===== src/design/crau_defs.svh =====
`ifndef CRAU_DEFS_SVH
`define CRAU_DEFS_SVH
// control register space layout
`define CRAU_NREG        16
`define CRAU_IDX_W       4
`define CRAU_BASE        32'hFFFF0000
`define CRAU_BASE_MASK   32'hFFFFFFC0
`define CRAU_IDX_LSB     2
`define CRAU_WORD_BYTES  3'h4
`define CRAU_PSW_IDX     4'h0
`define CRAU_SAVED_IDX   4'h1
`define CRAU_SPC_IDX     4'h2
`define CRAU_LOCK_IDX    4'h3
`define CRAU_ID_IDX      4'h4
`define CRAU_NDEF        4'hA
// read permission per index, one bit each; id reads, lock word reads
`define CRAU_RD_ALLOW    16'h03FF
// write permission: id register (index 4) is read only
`define CRAU_WR_ALLOW    16'h03EF
`define CRAU_LOCK_BIT    0
// id value is arbitrary and names no real part
`define CRAU_ID_VALUE    32'h00000A5A
`define CRAU_PSW_RESET   32'h00000000
`define CRAU_ZERO        32'h00000000
`endif


===== src/design/crau_pkg.sv =====
package crau_pkg;
   typedef enum logic [2:0]
   {
      CRAU_OP_NONE,
      CRAU_OP_READ,
      CRAU_OP_WRITE,
      CRAU_OP_MASKED_STATUS_UPDATE,
      CRAU_OP_RFI,
      CRAU_OP_ISYNC,
      CRAU_OP_LOCKWAIT,
      CRAU_OP_RETAIN
   } crau_op_t;
   typedef enum logic [1:0]
   {
      CRAU_FAULT_NONE,
      CRAU_FAULT_UNMAPPED,
      CRAU_FAULT_PERMISSION
   } crau_fault_t;
endpackage


===== src/design/crau_check.sv =====
`timescale 1ns/10ps
`include "crau_defs.svh"
// pure address and permission check, shared by reads and writes
module crau_check
   import crau_pkg::*;
(
   input  wire logic [31:0]             addr,
   input  wire logic                    is_write,
   output wire crau_fault_t             fault,
   output wire logic [`CRAU_IDX_W-1:0]  index
);
   wire logic                   in_space;
   wire logic                   defined;
   wire logic                   allowed;
   wire logic [`CRAU_NREG-1:0]  allow_mask;

   assign in_space   = (addr & `CRAU_BASE_MASK) == `CRAU_BASE;
   assign index      = addr[`CRAU_IDX_LSB +: `CRAU_IDX_W];
   assign defined    = in_space && (index < `CRAU_NDEF);
   assign allow_mask = is_write ? `CRAU_WR_ALLOW : `CRAU_RD_ALLOW;
   assign allowed    = allow_mask[index];
   // mapping is judged before permission
   assign fault = !defined ? CRAU_FAULT_UNMAPPED :
                  !allowed ? CRAU_FAULT_PERMISSION : CRAU_FAULT_NONE;
endmodule


===== src/design/crau_unit.sv =====
`timescale 1ns/10ps
`include "crau_defs.svh"
// Functional notes
// control register accesses are 32-bit words only
// unmapped read address raises fault with address
// mapped read checks read permission after mapping
// writes check mapping, then write permission
// successful read returns indexed register content
// successful write stores word at indexed register
// masked status update merges bits, flushes pipeline
// interrupt return restores saved state, flushes pipeline
// instruction sync flushes pipeline, discards fetched syllables
// lock wait stalls until lock clear or interrupt
// retention procedure enters low power retention
// checks precommit; commit only without bundle exception
// faulting access returns nothing, modifies nothing
module crau_unit
   import crau_pkg::*;
(
   input  wire logic         core_clk,
   input  wire logic         nrst,
   input  wire logic         req_valid,
   input  wire crau_op_t     req_op,
   input  wire logic [31:0]  req_addr,
   input  wire logic [2:0]   req_bytes,
   input  wire logic [31:0]  req_wdata,
   input  wire logic [31:0]  req_mask,
   input  wire logic         bundle_fault,
   input  wire logic         irq_pending,
   input  wire logic         lock_clear,
   input  wire logic         wake,
   output logic              resp_valid,
   output logic [31:0]       resp_rdata,
   output logic              fault_valid,
   output crau_fault_t       fault_kind,
   output logic [31:0]       fault_addr,
   output logic              pipe_flush,
   output logic              fetch_discard,
   output logic              stall,
   output logic              retention,
   output logic [31:0]       program_status_word
);
   typedef enum logic [1:0]
   {
      CRAU_IDLE,
      CRAU_LOCK_WAIT,
      CRAU_RETAIN
   } crau_state_t;

   crau_state_t                  state;
   crau_state_t                  next_state;
   logic [31:0]                  control_register_file [`CRAU_NREG];
   wire crau_fault_t             chk_fault;
   wire crau_fault_t             eff_fault;
   wire logic [`CRAU_IDX_W-1:0]  idx;
   wire logic                    is_rd;
   wire logic                    is_wr;
   wire logic                    is_acc;
   wire logic                    commit;
   wire logic                    do_wr;
   wire logic                    do_psw;
   wire logic                    do_rfi;
   wire logic                    flush_op;
   wire logic                    lock_held;
   wire logic                    accept;
   wire logic [31:0]             psw_cur;
   wire logic [31:0]             next_psw;
   wire logic                    do_sync;
   wire logic                    do_lock;
   wire logic                    do_retain;
   wire logic                    acc_fault;
   wire logic                    next_resp_valid;
   wire logic [31:0]             next_resp_rdata;
   wire logic                    next_fault_valid;
   wire crau_fault_t             next_fault_kind;
   wire logic [31:0]             next_fault_addr;
   wire logic                    next_pipe_flush;
   wire logic                    next_fetch_discard;
   wire logic                    next_stall;
   wire logic                    next_retention;
   wire logic [31:0]             next_status;

   function automatic logic [31:0] merge(input logic [31:0] old_v, input logic [31:0] new_v,
                                         input logic [31:0] sel);
      merge = (old_v & ~sel) | (new_v & sel);
   endfunction

   crau_check u_check
   (
      .addr     (req_addr),
      .is_write (is_wr),
      .fault    (chk_fault),
      .index    (idx)
   );

   // no new request is taken while stalled or retained
   assign accept    = req_valid && (state == CRAU_IDLE);
   assign is_rd     = accept && (req_op == CRAU_OP_READ);
   assign is_wr     = accept && (req_op == CRAU_OP_WRITE);
   assign is_acc    = is_rd || is_wr;
   // narrower or wider transfers are treated as unmapped
   assign eff_fault = (req_bytes != `CRAU_WORD_BYTES) ? CRAU_FAULT_UNMAPPED : chk_fault;
   // another fault in the bundle vetoes every commit
   assign commit    = !bundle_fault && (!is_acc || eff_fault == CRAU_FAULT_NONE);
   assign do_wr     = is_wr && commit && (eff_fault == CRAU_FAULT_NONE);
   assign do_psw    = accept && commit && (req_op == CRAU_OP_MASKED_STATUS_UPDATE);
   assign do_rfi    = accept && commit && (req_op == CRAU_OP_RFI);
   assign do_sync   = accept && commit && (req_op == CRAU_OP_ISYNC);
   assign do_lock   = accept && commit && (req_op == CRAU_OP_LOCKWAIT);
   assign do_retain = accept && commit && (req_op == CRAU_OP_RETAIN);
   assign flush_op  = do_psw || do_rfi || do_sync;
   assign lock_held = control_register_file[`CRAU_LOCK_IDX][`CRAU_LOCK_BIT];
   assign psw_cur   = control_register_file[`CRAU_PSW_IDX];
   assign next_psw  = do_rfi ? control_register_file[`CRAU_SAVED_IDX] :
                      merge(psw_cur, req_wdata, req_mask);

   always_comb
   begin
      next_state = state;
      case (state)
         CRAU_IDLE:
         begin
            if (do_lock && lock_held && !irq_pending)
               next_state = CRAU_LOCK_WAIT;
            else if (do_retain)
               next_state = CRAU_RETAIN;
         end
         CRAU_LOCK_WAIT:
         begin
            if (!lock_held || lock_clear || irq_pending)
               next_state = CRAU_IDLE;
         end
         CRAU_RETAIN:
         begin
            if (wake || irq_pending)
               next_state = CRAU_IDLE;
         end
         default:
            next_state = CRAU_IDLE;
      endcase
   end

   // read data is zero unless a response stands, so stale contents never leak
   assign acc_fault          = is_acc && (eff_fault != CRAU_FAULT_NONE);
   assign next_resp_valid    = is_rd && commit;
   assign next_resp_rdata    = next_resp_valid ? control_register_file[idx] : `CRAU_ZERO;
   assign next_fault_valid   = acc_fault;
   assign next_fault_kind    = is_acc ? eff_fault : CRAU_FAULT_NONE;
   assign next_fault_addr    = acc_fault ? req_addr : `CRAU_ZERO;
   assign next_pipe_flush    = flush_op;
   assign next_fetch_discard = do_sync;
   assign next_stall         = next_state == CRAU_LOCK_WAIT;
   assign next_retention     = next_state == CRAU_RETAIN;
   assign next_status        = (do_psw || do_rfi) ? next_psw : psw_cur;

   always_ff @(posedge core_clk)
   begin
      if (!nrst)
         state <= CRAU_IDLE;
      else
         state <= next_state;
   end

   always_ff @(posedge core_clk)
   begin
      if (!nrst)
      begin
         for (int i = 0; i < `CRAU_NREG; i++)
            control_register_file[i] <= `CRAU_ZERO;
         control_register_file[`CRAU_ID_IDX] <= `CRAU_ID_VALUE;
      end
      else
      begin
         // lock bit cleared by the outside; the clear yields to a same-cycle write
         if (lock_clear)
            control_register_file[`CRAU_LOCK_IDX][`CRAU_LOCK_BIT] <= 1'b0;
         if (do_wr)
            control_register_file[idx] <= req_wdata;
         if (do_psw || do_rfi)
            control_register_file[`CRAU_PSW_IDX] <= next_psw;
      end
   end

   always_ff @(posedge core_clk)
   begin
      if (!nrst)
      begin
         resp_valid  <= 1'b0;
         resp_rdata  <= `CRAU_ZERO;
         fault_valid <= 1'b0;
         fault_kind  <= CRAU_FAULT_NONE;
         fault_addr  <= `CRAU_ZERO;
      end
      else
      begin
         resp_valid  <= next_resp_valid;
         resp_rdata  <= next_resp_rdata;
         fault_valid <= next_fault_valid;
         fault_kind  <= next_fault_kind;
         fault_addr  <= next_fault_addr;
      end
   end

   always_ff @(posedge core_clk)
   begin
      if (!nrst)
      begin
         pipe_flush          <= 1'b0;
         fetch_discard       <= 1'b0;
         stall               <= 1'b0;
         retention           <= 1'b0;
         program_status_word <= `CRAU_PSW_RESET;
      end
      else
      begin
         pipe_flush          <= next_pipe_flush;
         fetch_discard       <= next_fetch_discard;
         stall               <= next_stall;
         retention           <= next_retention;
         program_status_word <= next_status;
      end
   end
endmodule


===== config.mk =====
export PLATFORM = sky130hd
export DESIGN_NAME = crau_unit
export DESIGN_NICKNAME = d
export VERILOG_FILES = /design/src/design/crau_pkg.sv /design/src/design/crau_check.sv /design/src/design/crau_unit.sv
export VERILOG_INCLUDE_DIRS = /design/src /design/src/design
export SDC_FILE = /design/constraint.sdc
export NUM_CORES = 1
export LEC_CHECK = 0
export BUFFER_PORTS_ARGS = -buffer_cell sky130_fd_sc_hd__buf_4
export CORE_ASPECT_RATIO = 1.1
export CORE_MARGIN = 4
export CORE_UTILIZATION = 42
export CTS_CLUSTER_DIAMETER = 30
export CTS_CLUSTER_SIZE = 16
export DETAILED_ROUTE_END_ITERATION = 7
export PLACE_DENSITY = 0.56
export SYNTH_ARGS = -nofsm -noshare
export SYNTH_HDL_FRONTEND = slang
export SYNTH_SLANG_ARGS = --single-unit

===== constraint.sdc =====
create_clock -name core_clk -period 8.1 [get_ports core_clk]
set_clock_uncertainty 0.1 [all_clocks]
set_input_delay 0 -clock core_clk [delete_from_list [all_inputs] [get_ports core_clk]]
set_output_delay 0 -clock core_clk [all_outputs]
set_load 0.01 [all_outputs]

Word-level counts from Yosys, hierarchy flattened

Memory sizes are Yosys's and may differ from the RTL's. A register that Yosys moved wholly into a read port is not among the register bits.
Index checks and enable logic that the tools add are counted.

Memories kept: 1
Word-level logic and storage cells: 105
Register bits: 74
Memory bits (writable): 512

Reductions and logical operators: 36
Eq/ne operators: 14
Multiplexer cells: 29
Bitwise logic cells: 13
Magnitude comparators: 2

Memory list:

| memory                | words | width | read ports | clocked after memory_dff | write ports | RTL line        | RTL |
|---|---|---|---|---|---|---|---|
| control_register_file | 16    | 32    | 4          | 1                        | 16          | crau_unit.sv:52 | `` logic [31:0] control_register_file [`CRAU_NREG]; `` |

Operators with widths:

| cell                                                        | count |
|---|---|
| two-way mux 32 bit                                          | 5 |
| AND 32 bit                                                  | 2 |
| inverter 32 bit                                             | 1 |
| OR 32 bit                                                   | 1 |
| OR reduction 32 bit                                         | 1 |
| equality test 26 bit (second input constant)                | 1 |
| logical AND 1 bit                                           | 17 |
| two-way mux 2 bit                                           | 7 |
| two-way mux 1 bit                                           | 13 |
| equality test 3 bit (second input constant)                 | 4 |
| logical OR 1 bit                                            | 7 |
| equality test 3 x 2 -> 1 bit (second input constant)        | 2 |
| one-hot mux 2 bit (3 select lines)                          | 1 |
| AND reduction 2 bit                                         | 3 |
| logical NOT 1 bit                                           | 5 |
| less-than comparator 4 x 5 -> 1 bit (second input constant) | 1 |
| two-way mux 5 bit                                           | 1 |
| AND 1 bit                                                   | 4 |
| binary-select mux 1 bit (select 4 bit)                      | 1 |
| equality test 2 x 1 -> 1 bit (second input constant)        | 2 |
| equality test 2 bit (second input constant)                 | 2 |
| equality test 4 bit (first input constant)                  | 1 |
| logical NOT 2 bit                                           | 2 |
| less-than comparator 4 bit (second input constant)          | 1 |
| 6 further kinds                                             | 9 |

Longest topological paths before layout

Depth after elaboration: 20
Gate-level depth with buffers: 8

Cells and area by module

Synthesis repeated with hierarchy kept, for this count alone.

Cell total of the unflattened synthesis: 1946
Area, all modules: 27028.4 um2

By module, submodules not included:

| module     | area an instance (um2) | instances | cells an instance | seq. area each (um2) |
|---|---|---|---|---|
| crau_unit  | 26882.0                | 1         | 1928              | 17496.8 |
| crau_check | 146.4                  | 1         | 18                | 0.0 |

Worst setup path after synthesis

OpenSTA, ideal clock, no wires.

Path type: reg2reg
Start point: register state[0]
End point: memory control_register_file[1][0] (enable)
Cell stages (with the launch flop): 7
Slack: 3.610 ns
Path buffers: 2
Period minus slack after synthesis: 4.490 ns
Data arrival time: 3.920 ns
Path through: dfxtp_1 > nor4b_2 > and4b_1 > buf_4 > nand2_1 > clkbuf_1 > o31ai_1

RTL lines:

| element                | RTL line         | RTL |
|---|---|---|
| from (decl)            | crau_unit.sv:50  | `crau_state_t state;` |
| from (signal assigned) | crau_unit.sv:161 | `state <= next_state;` |
| to (decl)              | crau_unit.sv:52  |  |

==> reports/metrics.yaml <==
p_leak_uw: 0.0128
grt_overflow: 0
gp_congestion: 0.792
vias_per_cell: 5.65
avgSynthCellArea_um2: 15.1
finalMaxSlewViolations: 0
yosys_warnings: 0
ant_nets: 0
final_common_cell: "edfxtp_1"
crit_type: "flop to flop"
clkTransAtPathRegs_ns: 0.06
hold_path_class: "primary input to flop"
critPathBufInv: 3
gr-usage-met2: 0.390
cts_buffers: 119
hold_viol: 0
die_h_um: 276
power.internal_uw: 7090
maxCapViolations: 0
postCtsSetupRepairBufs: 0
slew_headroom: 0.182
status: "complete, no violations"
synthToLayoutAreaGrowth_pct: 31.6
worst_pin_slew_ns: 1.23
ys_seq_area_frac: 0.636
crit_path_start_kind: "flop"
dr.pass1.iters: 8
crit_fanout: 74
clock_latency_ns: 0.65
synth_area_leaders: "edfxtp_1, mux4_2, dfxtp_1"
drt-initial-drc-count: 2266
rsz0062_at_grt: "false"
cp.arrival_ns: 5.38
htree_levels: 3
wire_per_inst_um: 26.6
power_switching_uw: 2090
num_vias: 18908
critPathRequiredTime_ns: 8.39
clock.fmax_ghz: 0.196
rows: 98
crit_top_cell: "buf_4"
cp_top_family: "buffers and inverters"
drc: 0
dp_slack_ns: 3.61
yosysUniqueCellTypes: 49
cts.sinks: 618
power_frac_comb: 0.067
end_kind: "flop"
crit_chain: "nor4b_2, a31oi_1, o21ai_4, buf_4, buf_4, a211oi_1, dlygate4sd3_1"
dp_hpwl_um: 52500
setup_viol: 0
io_buffer_count: 212
ys_ff_latch: 618
synth_top_area_cell: "edfxtp_1"
io_pins: 213
cts_tree: "built"
coreArea_mm2: 0.0650
drt_wl_total_um: 88900
use_met1: 0.359
grt_pass1_vias: 19903
syn_area_mm2: 0.0275
period_minus_slack_ns: 5.09
swShare: 0.227
synth_cells: 1820
p_seq_frac: 0.402
worst_slack_ns: 3.01
setup_tns_ns: 0
grt_max_degree: 95
vdd_drop_max_mv: 0.197
slowest_stage: "o21ai_4"
synth_top_area_share: 0.559
n_fill_cell: 5275
antenna_found_initial: 5
busiest_layer: "met2"
initial_core_util: 0.423
grt_util_all_layers: 0.253
met3_usage: 0.0540
layout_common_cells: "edfxtp_1, buf_4, conb_1, nor3_2, dlygate4sd3_1"
period_share: 0.629
clk_path_buf_depth: 3
multiInputGateArea_mm2: 0.00985
max_stage_delay_ns: 1.01
cellPowerDensity_mw_per_mm2: 253
p_clk_frac: 0.531
die-area_mm2: 0.0697
fin_nets: 2503
clockRootBuffer: "clkbuf_16"
die_w_um: 252
drive_above_1_share: 0.321
seq_area_mm2: 0.0175
grt_pass1_wl_um: 132000
-- worst paths after layout --
check                                            startpoint                           end  slack, ns  cells after the start
worst min-delay path                            req_addr[2]  control_register_file[9][23]       0.03                      4
worst max register to register                     state[0]   control_register_file[8][1]       3.01                      7
worst max-delay path                               state[0]   control_register_file[8][1]       3.01                      7
worst min register to register  control_register_file[0][1]        program_status_word[1]       0.48                      2
-- worst min-delay path: cells and delay by family --
family	cells	cell delay, ns
buffers and inverters	1	0.18
AND/OR/NAND/NOR	3	0.40
-- area by class of cell --
class	instances	share of cell area
Antenna cell	2	0.000138
Inverter	72	0.00746
Timing Repair Buffer	410	0.0959
Clock inverter	70	0.0195
Clock buffer	153	0.0926
Multi-Input combinational cell	1173	0.272
Sequential cell	618	0.483
Tap cell	850	0.0294
-- sequential cells by signal, summed over array words and instances, names as in the netlist, 2 cells and up --
register	count
control_register_file	512
fault_addr	32
fault_kind	2
program_status_word	32
resp_rdata	32
state	2
-- per-stage QoR --
stage          total power, µW  std cells  instance area (µm²)  utilization  hold WS, ns
2_1_floorplan             4040       2042                28300            -      -0.0217
3_3_place_gp              4290       2974                30700        0.472        0.105
3_5_place_dp              4300       2974                30700        0.472        0.107
4_1_cts                   9230       3346                36200        0.557      0.00118
5_1_grt                   9460       3347                36200        0.557       0.0272
6_report                  9180       3348                36200        0.557       0.0270
-- Yosys cell counts (all sizes together) --
cell type    n
edfxtp     512
or4b         3
nand2       37
o21ai       73
nor4         3
and3b        2
nand2b       3
a211oi      37
nand3       39
conb         2
nor3b       23
a22oi       48
o2111ai      1
mux4       115
nor4b        2
and4b        2
and2        12
a32oi        1
nor3       241
nor2        22
o221ai      13
or4          1
nor2b        7
o211ai      34
and3         4
o22ai        1
o31ai       35
a21oi       17
mux2i       59
a31oi        2
dfxtp      106
or2          3
o211a        3
o21bai       1
clkbuf      86
buf         93
inv         72
or3b         1
nand4      104
-- power groups by stage --
stage	logic (µW)	registers [µW]	clock network, µW
6_report	617	3690	4870
3_5_place_dp	558	3750	0
5_1_grt	655	3700	5100
2_1_floorplan	309	3730	0
4_1_cts	608	3690	4940
3_3_place_gp	555	3740	0
-- logic make-up (layout without fill, tap and decap cells) --
logic type / after synthesis / after routing / share of synthesized area
other: 2 / 226 / 0.000273
buffers and inverters: 251 / 705 / 0.0432
DFF: 618 / 618 / 0.636
and+or+nand+nor: 509 / 509 / 0.139
muxes: 174 / 174 / 0.116
AOI/OAI and AO/OA: 266 / 266 / 0.0654
-- routing by layer --
metal / up-vias / wire length (µm)
met4: 2 / 2440
met3: 151 / 7870
met1: 9604 / 37400
li1: 8205 / -
met2: 946 / 41200
met5: - / 13
-- what timing repair did --
| action | in CTS | in global routing |
|---|---|---|
| endpoints found under the setup margin | 0 | 0 |
| endpoints found under the hold margin | 418 | 0 |
| hold buffers | 149 | 0 |
| gates resized for setup | 0 | 0 |
Power figures use the tool's default switching activity.
